`src/rtl/ccs_pkg.sv`:
```
/*
  Constants of the codec clock source configuration block: register
  offsets, field positions, reset values and lookup tables.
  Assumes the register port presents 8-bit byte addresses.
*/
package ccs_pkg;

  // ===========================================================
  // Register offsets
  localparam logic [7:0] CLOCK_SOURCE_CONFIG_ADDR = 8'h34;
  localparam logic [7:0] PDM_AND_RATIO_HIGH_ADDR  = 8'h35;
  localparam logic [7:0] REF_RATIO_LOW_ADDR       = 8'h36;
  localparam logic [7:0] CTRL_CLOCK_CONFIG_ADDR   = 8'h37;

  // ===========================================================
  // Reset values
  localparam logic [7:0] CLOCK_SOURCE_CONFIG_RST = 8'h40;
  localparam logic [7:0] PDM_AND_RATIO_HIGH_RST  = 8'h00;
  localparam logic [7:0] REF_RATIO_LOW_RST       = 8'h00;
  localparam logic [7:0] CTRL_CLOCK_CONFIG_RST   = 8'h20;

  // ===========================================================
  // Field positions of clock_source_config
  localparam int PHASE_LOCK_OFF_BIT    = 7;
  localparam int FRACTIONAL_PERMIT_BIT = 6;
  localparam int CHOICE_LSB            = 1;
  localparam int RATIO_EDGE_BIT        = 0;
  // Writable bits; bits 5 and 4 are reserved and read as zero.
  localparam logic [7:0] CLOCK_SOURCE_CONFIG_MASK = 8'hCF;

  // Field positions of pdm_and_ratio_high
  localparam int MIC_RATE_LSB = 6;
  localparam int RATIO_HIGH_W = 6;

  // Field positions of ctrl_clock_config
  localparam int REF_FREQ_LSB      = 5;
  localparam int PRI_CONTROLLER_BIT = 4;
  localparam int SEC_CONTROLLER_BIT = 3;
  localparam int RATE_FAMILY_BIT    = 0;
  localparam logic [7:0] CTRL_CLOCK_CONFIG_MASK = 8'hF9;

  // ===========================================================
  // Input clock choice codes
  localparam logic [2:0] SRC_PRI_BIT_CLK = 3'h0;
  localparam logic [2:0] SRC_REF_PRI_FS  = 3'h1;
  localparam logic [2:0] SRC_SEC_BIT_CLK = 3'h2;
  localparam logic [2:0] SRC_REF_SEC_FS  = 3'h3;
  localparam logic [2:0] SRC_REF_FIXED   = 3'h4;
  localparam logic [2:0] SRC_OSCILLATOR  = 3'h5;

  // ===========================================================
  // Ratio width and counters
  localparam int RATIO_W = 14;
  localparam logic [13:0] RATIO_MAX = 14'h3FFF;
  // Half period of the internal oscillator model, in sys_clk cycles.
  localparam logic [3:0] OSC_HALF_CYCLES = 4'h8;

  // ===========================================================
  // Microphone clock rates in Hz, one table per family, indexed by rate code.
  localparam logic [22:0] MIC_HZ_48K [0:3] = '{
    23'h2EE000, 23'h177000, 23'h0BB800, 23'h5DC000};
  localparam logic [22:0] MIC_HZ_44K [0:3] = '{
    23'h2B1100, 23'h158880, 23'h0AC440, 23'h562200};

  // Reference clock frequency in kHz per ref_frequency_choice code.
  localparam logic [14:0] REF_KHZ [0:7] = '{
    15'h2EE0, 15'h3000, 15'h32C8, 15'h3E80,
    15'h4B00, 15'h4CE0, 15'h5DC0, 15'h6000};

endpackage

```
`src/rtl/ccs_clock_source_config.sv`:
```
/*
  Clock source configuration of an audio codec: register file, PLL
  control outputs, input clock selection, source to frame sync ratio
  measurement and microphone / reference clock rate decode.
  Assumes the register port is synchronous to sys_clk and that all clock
  and frame sync pins are asynchronous and much slower than sys_clk.
*/
// What this block does
// - PLL off when bit set; else always on custom, on-demand in auto.
// - Fractional permit bit allows fractional PLL; resets to one.
// - Choice 0 selects primary bit clock, 2 secondary bit clock.
// - Choice 1 and 3 use reference clock with primary/secondary sync.
// - Choice 4 uses fixed reference clock only with a controller port.
// - Choice 5 selects internal oscillator; 6 and 7 are reserved.
// - Ratio edge bit picks rising or falling source edge for counting.
// - Two-bit mic clock field selects one of four microphone rates.
// - Ratio is 14 bits: six high from 0x35, eight low from 0x36.
// - Ratio zero means the ratio is detected automatically.
// - Ratio 1 to 16383 is used as programmed.
// - Rate family bit picks 48 kHz or 44.1 kHz mic rates.
// - Three-bit field declares fixed reference frequency, 12 to 24.576 MHz.
`timescale 1ns/1ps
`default_nettype none

module ccs_clock_source_config
  import ccs_pkg::*;
(
  input  wire logic        sys_clk,
  input  wire logic        rst_n,
  input  wire logic [7:0]  regAddr,
  input  wire logic [7:0]  regWrData,
  input  wire logic        regWrEn,
  input  wire logic        regRdEn,
  output var  logic [7:0]  regRdData,
  input  wire logic        priBitClk,
  input  wire logic        priFrameSync,
  input  wire logic        secBitClk,
  input  wire logic        secFrameSync,
  input  wire logic        refClk,
  input  wire logic        customClockMode,
  input  wire logic        dspLoadHigh,
  output var  logic        pllEnable,
  output var  logic        fractionalPermit,
  output var  logic [2:0]  inputClockChoice,
  output var  logic        sourceValid,
  output var  logic [22:0] micClockHz,
  output var  logic [14:0] refFreqKhz,
  output var  logic [13:0] ratioInUse,
  output var  logic        ratioAuto,
  output var  logic [13:0] measuredRatio
);
  import ccs_pkg::*;

  // ===========================================================
  // Pin synchronisers
  logic [4:0] pinSync;

  ccs_sync2 #(
    .WIDTH (5)
  ) u_sync (
    .clk     (sys_clk),
    .rst_n   (rst_n),
    .asyncIn ({refClk, secFrameSync, secBitClk, priFrameSync, priBitClk}),
    .syncOut (pinSync)
  );

  logic priBitS;
  logic priFsS;
  logic secBitS;
  logic secFsS;
  logic refS;
  assign priBitS = pinSync[0];
  assign priFsS  = pinSync[1];
  assign secBitS = pinSync[2];
  assign secFsS  = pinSync[3];
  assign refS    = pinSync[4];

  // ===========================================================
  // State
  logic [7:0]  srcCfg_reg,  srcCfg_next;
  logic [7:0]  highCfg_reg, highCfg_next;
  logic [7:0]  lowCfg_reg,  lowCfg_next;
  logic [7:0]  ctrlCfg_reg, ctrlCfg_next;
  logic [13:0] ratio_reg,   ratio_next;
  logic [7:0]  rdData_reg,  rdData_next;
  logic [3:0]  oscCnt_reg,  oscCnt_next;
  logic        osc_reg,     osc_next;
  logic        srcPrev_reg, srcPrev_next;
  logic        fsPrev_reg,  fsPrev_next;
  logic [13:0] edgeCnt_reg, edgeCnt_next;
  logic [13:0] meas_reg,    meas_next;
  logic        pll_reg,     pll_next;
  logic        frac_reg,    frac_next;
  logic [2:0]  choice_reg,  choice_next;
  logic        valid_reg,   valid_next;
  logic [22:0] micHz_reg,   micHz_next;
  logic [14:0] refKhz_reg,  refKhz_next;
  logic [13:0] inUse_reg,   inUse_next;
  logic        auto_reg,    auto_next;

  // ===========================================================
  // Next-state logic
  logic [2:0] wrChoice;
  logic [2:0] choice;
  logic       srcLevel;
  logic       fsLevel;
  logic       srcEdge;
  logic       fsRise;
  logic       anyController;

  always_comb begin
    srcCfg_next  = srcCfg_reg;
    highCfg_next = highCfg_reg;
    lowCfg_next  = lowCfg_reg;
    ctrlCfg_next = ctrlCfg_reg;
    ratio_next   = ratio_reg;
    rdData_next  = rdData_reg;
    wrChoice     = regWrData[CHOICE_LSB +: 3];

    if (regWrEn) begin
      case (regAddr)
        CLOCK_SOURCE_CONFIG_ADDR: begin
          srcCfg_next = regWrData & CLOCK_SOURCE_CONFIG_MASK;
          if (wrChoice > SRC_OSCILLATOR) begin
            srcCfg_next[CHOICE_LSB +: 3] = srcCfg_reg[CHOICE_LSB +: 3];
          end
        end
        PDM_AND_RATIO_HIGH_ADDR: begin
          highCfg_next = regWrData;
        end
        REF_RATIO_LOW_ADDR: begin
          lowCfg_next = regWrData;
          ratio_next = {highCfg_reg[RATIO_HIGH_W-1:0], regWrData};
        end
        CTRL_CLOCK_CONFIG_ADDR: begin
          ctrlCfg_next = regWrData & CTRL_CLOCK_CONFIG_MASK;
        end
        default: begin
        end
      endcase
    end

    // Unmapped addresses read as zero.
    if (regRdEn) begin
      case (regAddr)
        CLOCK_SOURCE_CONFIG_ADDR: rdData_next = srcCfg_reg;
        PDM_AND_RATIO_HIGH_ADDR:  rdData_next = highCfg_reg;
        REF_RATIO_LOW_ADDR:       rdData_next = lowCfg_reg;
        CTRL_CLOCK_CONFIG_ADDR:   rdData_next = ctrlCfg_reg;
        default:                  rdData_next = 8'h00;
      endcase
    end

    // The oscillator is modelled by dividing sys_clk; its exact rate
    // only matters for the ratio count, not for any audio path here.
    oscCnt_next = oscCnt_reg + 4'h1;
    osc_next    = osc_reg;
    if (oscCnt_reg == OSC_HALF_CYCLES - 4'h1) begin
      oscCnt_next = 4'h0;
      osc_next    = ~osc_reg;
    end

    choice        = srcCfg_reg[CHOICE_LSB +: 3];
    anyController = ctrlCfg_reg[PRI_CONTROLLER_BIT]
                  | ctrlCfg_reg[SEC_CONTROLLER_BIT];
    valid_next    = 1'b1;
    srcLevel      = 1'b0;
    fsLevel       = priFsS;
    case (choice)
      SRC_PRI_BIT_CLK: srcLevel = priBitS;
      SRC_REF_PRI_FS:  srcLevel = refS;
      SRC_SEC_BIT_CLK: begin
        srcLevel = secBitS;
        fsLevel  = secFsS;
      end
      SRC_REF_SEC_FS: begin
        srcLevel = refS;
        fsLevel  = secFsS;
      end
      SRC_REF_FIXED: begin
        srcLevel   = anyController & refS;
        valid_next = anyController;
      end
      SRC_OSCILLATOR:  srcLevel = osc_reg;
      default:         valid_next = 1'b0;
    endcase

    // edge polarity of the counted source
    srcEdge = srcCfg_reg[RATIO_EDGE_BIT] ? (srcPrev_reg & ~srcLevel)
                                         : (~srcPrev_reg & srcLevel);
    fsRise       = ~fsPrev_reg & fsLevel;
    srcPrev_next = srcLevel;
    fsPrev_next  = fsLevel;

    // Saturating count of source edges per frame; a slow frame sync
    // therefore reads as the largest ratio rather than wrapping.
    edgeCnt_next = edgeCnt_reg;
    meas_next    = meas_reg;
    if (fsRise) begin
      meas_next    = edgeCnt_reg;
      edgeCnt_next = {13'h0000, srcEdge};
    end else if (srcEdge && edgeCnt_reg != RATIO_MAX) begin
      edgeCnt_next = edgeCnt_reg + 14'h0001;
    end

    pll_next = ~srcCfg_reg[PHASE_LOCK_OFF_BIT]
             & (customClockMode | dspLoadHigh);
    frac_next   = srcCfg_reg[FRACTIONAL_PERMIT_BIT];
    choice_next = choice;

    micHz_next = ctrlCfg_reg[RATE_FAMILY_BIT]
               ? MIC_HZ_44K[highCfg_reg[MIC_RATE_LSB +: 2]]
               : MIC_HZ_48K[highCfg_reg[MIC_RATE_LSB +: 2]];
    refKhz_next = REF_KHZ[ctrlCfg_reg[REF_FREQ_LSB +: 3]];

    auto_next  = (ratio_reg == 14'h0000);
    inUse_next = auto_next ? meas_reg : ratio_reg;
  end

  // ===========================================================
  // Registers
  always_ff @(posedge sys_clk) begin
    if (!rst_n) begin
      srcCfg_reg  <= CLOCK_SOURCE_CONFIG_RST;
      highCfg_reg <= PDM_AND_RATIO_HIGH_RST;
      lowCfg_reg  <= REF_RATIO_LOW_RST;
      ctrlCfg_reg <= CTRL_CLOCK_CONFIG_RST;
      ratio_reg   <= 14'h0000;
      rdData_reg  <= 8'h00;
      oscCnt_reg  <= 4'h0;
      osc_reg     <= 1'b0;
      srcPrev_reg <= 1'b0;
      fsPrev_reg  <= 1'b0;
      edgeCnt_reg <= 14'h0000;
      meas_reg    <= 14'h0000;
      pll_reg     <= 1'b0;
      frac_reg    <= 1'b1;
      choice_reg  <= SRC_PRI_BIT_CLK;
      valid_reg   <= 1'b1;
      micHz_reg   <= 23'h000000;
      refKhz_reg  <= 15'h0000;
      inUse_reg   <= 14'h0000;
      auto_reg    <= 1'b1;
    end else begin
      srcCfg_reg  <= srcCfg_next;
      highCfg_reg <= highCfg_next;
      lowCfg_reg  <= lowCfg_next;
      ctrlCfg_reg <= ctrlCfg_next;
      ratio_reg   <= ratio_next;
      rdData_reg  <= rdData_next;
      oscCnt_reg  <= oscCnt_next;
      osc_reg     <= osc_next;
      srcPrev_reg <= srcPrev_next;
      fsPrev_reg  <= fsPrev_next;
      edgeCnt_reg <= edgeCnt_next;
      meas_reg    <= meas_next;
      pll_reg     <= pll_next;
      frac_reg    <= frac_next;
      choice_reg  <= choice_next;
      valid_reg   <= valid_next;
      micHz_reg   <= micHz_next;
      refKhz_reg  <= refKhz_next;
      inUse_reg   <= inUse_next;
      auto_reg    <= auto_next;
    end
  end

  // ===========================================================
  // Outputs
  assign regRdData        = rdData_reg;
  assign pllEnable        = pll_reg;
  assign fractionalPermit = frac_reg;
  assign inputClockChoice = choice_reg;
  assign sourceValid      = valid_reg;
  assign micClockHz       = micHz_reg;
  assign refFreqKhz       = refKhz_reg;
  assign ratioInUse       = inUse_reg;
  assign ratioAuto        = auto_reg;
  assign measuredRatio    = meas_reg;

endmodule

`default_nettype wire

```
`src/rtl/ccs_sync2.sv`:
```
/*
  Two-flop synchroniser, one chain per bit.
  Assumes the inputs are asynchronous to clk and that reset is synchronous.
*/
`timescale 1ns/1ps
`default_nettype none

module ccs_sync2 #(
  parameter int WIDTH = 1
) (
  input  wire logic             clk,
  input  wire logic             rst_n,
  input  wire logic [WIDTH-1:0] asyncIn,
  output var  logic [WIDTH-1:0] syncOut
);

  logic [WIDTH-1:0] stage1_reg;

  // ===========================================================
  // Per-bit chains
  genvar i;
  generate
    for (i = 0; i < WIDTH; i++) begin : g_bit
      always_ff @(posedge clk) begin
        if (!rst_n) begin
          stage1_reg[i] <= 1'b0;
          syncOut[i]    <= 1'b0;
        end else begin
          stage1_reg[i] <= asyncIn[i];
          syncOut[i]    <= stage1_reg[i];
        end
      end
    end
  endgenerate

endmodule

`default_nettype wire

```
`config.mk`:
```
export PLATFORM = sky130hd
export DESIGN_NAME = ccs_clock_source_config
export DESIGN_NICKNAME = d
export VERILOG_FILES = /design/src/rtl/ccs_pkg.sv /design/src/rtl/ccs_clock_source_config.sv /design/src/rtl/ccs_sync2.sv
export SDC_FILE = /design/constraint.sdc
export NUM_CORES = 1
export LEC_CHECK = 0
export ABC_CLOCK_PERIOD_IN_PS = 3470
export BUFFER_PORTS_ARGS = -buffer_cell sky130_fd_sc_hd__buf_2
export CORE_ASPECT_RATIO = 0.9
export CORE_MARGIN = 2
export CORE_UTILIZATION = 59
export CTS_CLUSTER_SIZE = 8
export DETAILED_ROUTE_END_ITERATION = 8
export PLACE_DENSITY = 0.94
export RECOVER_POWER = 25
export SETUP_SLACK_MARGIN = 0.15
export SLEW_MARGIN = 0
export SYNTH_ARGS = -nofsm -noshare
export SYNTH_HDL_FRONTEND = slang
export SYNTH_HIERARCHICAL = 1
export SYNTH_SLANG_ARGS = --single-unit
```
`constraint.sdc`:
```
create_clock -name sys_clk -period 3.47 [get_ports sys_clk]
set_input_delay 0.5205 -clock sys_clk [delete_from_list [all_inputs] [get_ports sys_clk]]
set_output_delay 0.5205 -clock sys_clk [all_outputs]
set_load 0.05 [all_outputs]
```
==> results.json <==
{
  "grt_first_pass_wirelength_um": 21600,
  "cellLeakagePower_nw": 2.95,
  "worst-path-buf-inv": 0,
  "antenna_left": 0,
  "clk_latency_ps": 530,
  "grt_max_degree": 70,
  "skew_ps": 5.85,
  "wl_um": 13900,
  "nets": 687,
  "ios": 108,
  "hold_class": "in2reg",
  "worst-endpoint-required_ps": 3900,
  "first_iter_violations": 381,
  "slowest_delay_ps": 590,
  "path_cells": "ha_1 > nand3_1 > nor3_1 > o21bai_2 > o21ai_0 > a21oi_1",
  "netlist_area_sq_um": 5470,
  "initial_core_util_pct": 60.5,
  "die_w_um": 105,
  "power.switching_mw": 0.808,
  "async_flop_share_pct": 0,
  "period_needed_ps": 2530,
  "die_h_um": 95.3,
  "dp_hpwl_um": 8190,
  "status": "finished clean",
  "fmax_mhz": 395,
  "dieArea_sq_um": 10100,
  "cts_tree": "yes",
  "worst-r2r-setup-slack_ps": 940,
  "drv_slew": 0,
  "p_clk_share_pct": 53.0,
  "pwr-share-comb_pct": 4.3,
  "ctsResizeCount": 0,
  "rows": 33,
  "worstPathArrival_ps": 2970,
  "drive_gt1_share_pct": 22.5,
  "post_cts_buffers": 0,
  "synth_cell_types": 51,
  "worst_path_max_delay_cell": "dfxtp_1",
  "vias": 4507,
  "postSynthAreaPerCell_sq_um": 9.83,
  "synth_edf_count": 0,
  "hold_viol_final": 0,
  "syn_inst": 556,
  "synth_warnings": 6,
  "ys_seq_area_share_pct": 49.4,
  "first_pass_iters": 5,
  "cts_made_buffers": 17,
  "cts.clk_slew.worst_paths_ps": 60,
  "portBuffers": 97,
  "ir_drop_v": 0.000477,
  "largest_reg_flops": 16,
  "relSlewSlack_pct": 35.4,
  "final-setup-viol-count": 0,
  "crit_path_start_kind": "register",
  "power-per-cell-area_nw_per_um2": 558,
  "cp_max_fo": 22,
  "cts_root_buffer": "clkbuf_8",
  "postLayoutCoreUtil_pct": 73.1,
  "final.setup.tns_ps": 0,
  "swShare_pct": 21.9,
  "clkSinkCount": 135,
  "area_growth_pct": 20.9,
  "wire_per_inst_um": 17.8,
  "period_share_pct": 73.0,
  "synth-seq-cells": 135,
  "drv_cap": 0,
  "drt-vias-per-instance": 5.78,
  "grt_usage_pct": 28.2,
  "grt_pass1_vias": 4222,
  "rsz0062_at_grt": "no",
  "endpoint_kind": "register",
  "drc": 0,
  "synth_flop_cell": "dfxtp_1",
  "cts_buffer_depth": 2,
  "worst_pin_slew_ps": 968,
  "insertedDiodeCount": 0,
  "p_int_mw": 2.88,
  "overflow": 0,
  "cts_max_level": 4,
  "antenna_found_initial": 0,
  "gp_congestion": 0.804,
  "coreArea_sq_um": 9040,
  "p_seq_share_pct": 42.7,
  "crit_family": "compound AO/OA/AOI/OAI gates",
  "cts_hold_buf": 0,
  "crit_type": "reg2reg"
}
==> cells in the final DEF, fill, tap and decap left out, types with 10 or more instances in the layout <==
cell type / count
a21boi_0: 16
a21oi_1: 34
and2_0: 10
and2_1: 20
and3_1: 11
buf_2: 97
clkbuf_16: 16
conb_1: 10
dfxtp_1: 135
ha_1: 15
inv_1: 15
mux2i_1: 40
nand2_1: 41
nand3_1: 15
nor2_1: 11
nor2b_1: 60
o21ai_0: 19
or3_1: 11
==> kinds of logic after synthesis <==
group                    after synthesis  synth area share, %
AND/OR/NAND/NOR                      214                 22.5
flip-flops                           135                 49.4
AO/OA/AOI/OAI                         88                 10.1
buffers and inverters                 55                 4.76
multiplexers                          46                 9.38
adder cells (fa/ha/maj)               15                 3.43
XOR/XNOR                               2                0.320
other                                  1               0.0686
==> cell usage after synthesis, types with 3 or more instances <==
master / count / share of area (%)
and2_1: 30 / 3.4
mux4_2: 4 / 1.6
nor4b_1: 3 / 0.48
o22ai_1: 4 / 0.46
a21oi_1: 34 / 3.1
buf_2: 4 / 0.37
buf_4: 11 / 1.5
and3_1: 11 / 1.3
nor2b_1: 60 / 6.9
nand2b_1: 6 / 0.69
inv_1: 15 / 1.0
clkbuf_1: 22 / 1.5
nand3_1: 15 / 1.4
a21boi_0: 16 / 2.2
o21ai_0: 19 / 1.7
nor2_1: 11 / 0.76
o211a_1: 3 / 0.55
nor3_1: 3 / 0.27
mux2i_1: 40 / 7.3
a31oi_1: 3 / 0.34
or3_1: 11 / 1.3
nand4_1: 7 / 0.80
ha_1: 15 / 3.4
nand2_1: 41 / 2.8
dfxtp_1: 135 / 49
==> worst reg2reg max path, delay by kind of cell, from the launching register on <==
family / cells / cell delay, ps
AND/OR/NAND/NOR: 2 / 560
AO/OA/AOI/OAI: 3 / 890
adder cells (fa/ha/maj): 1 / 400
flip-flops: 1 / 590
==> routing by layer <==
metal / track usage (%) / part of all wire [%] / up-vias
met4: 14.6 / 3.8 / 0
li1: - / - / 2056
met3: 8.54 / 8.0 / 64
met2: 49.0 / 50 / 260
met5: 0 / 0 / -
met1: 31.7 / 38 / 2127
==> final cells by class <==
cell class	count	area, sq um
Fill cell	551	2430
Tap cell	122	153
Sequential cell	135	2700
Inverter	15	56.3
Clock buffer	18	428
Clock inverter	14	220
Timing Repair Buffer	101	512
Multi-Input combinational cell	375	2540
==> power by group through the flow <==
stage               Combinational (mW)  Clock, mW  Sequential [mW]
finish                           0.158       1.95             1.58
floorplan                       0.0995          0             1.63
CTS                              0.156       1.96             1.58
detailed placement               0.153          0             1.61
global placement                 0.149          0             1.61
global route                     0.167       2.03             1.58
==> stage by stage <==
| step | setup WS [ps] | instances | power (mW) | hold slack (ps) | cell area (sq um) |
|---|---|---|---|---|---|
| 2_1_floorplan | 1460 | 565 | 1.73 | 406 | 5500 |
| 3_3_place_gp | 1270 | 748 | 1.76 | 411 | 5970 |
| 3_5_place_dp | 1140 | 748 | 1.76 | 416 | 5970 |
| 4_1_cts | 1020 | 780 | 3.69 | 184 | 6610 |
| 5_1_grt | 816 | 780 | 3.78 | 181 | 6610 |
| 6_report | 937 | 780 | 3.69 | 190 | 6610 |
==> worst paths after layout <==
| kind | startpoint | to | cells after the start |
|---|---|---|---|
| setup / recovery | edgeCnt_reg[0] | edgeCnt_reg[10] | 6 |
| hold / removal | priFrameSync | u_sync/stage1_reg[1] | 2 |
| setup reg to reg | edgeCnt_reg[0] | edgeCnt_reg[10] | 6 |
| hold reg to reg | u_sync/stage1_reg[0] | u_sync/syncOut[0] | 1 |
Power figures use the tool's default switching activity.
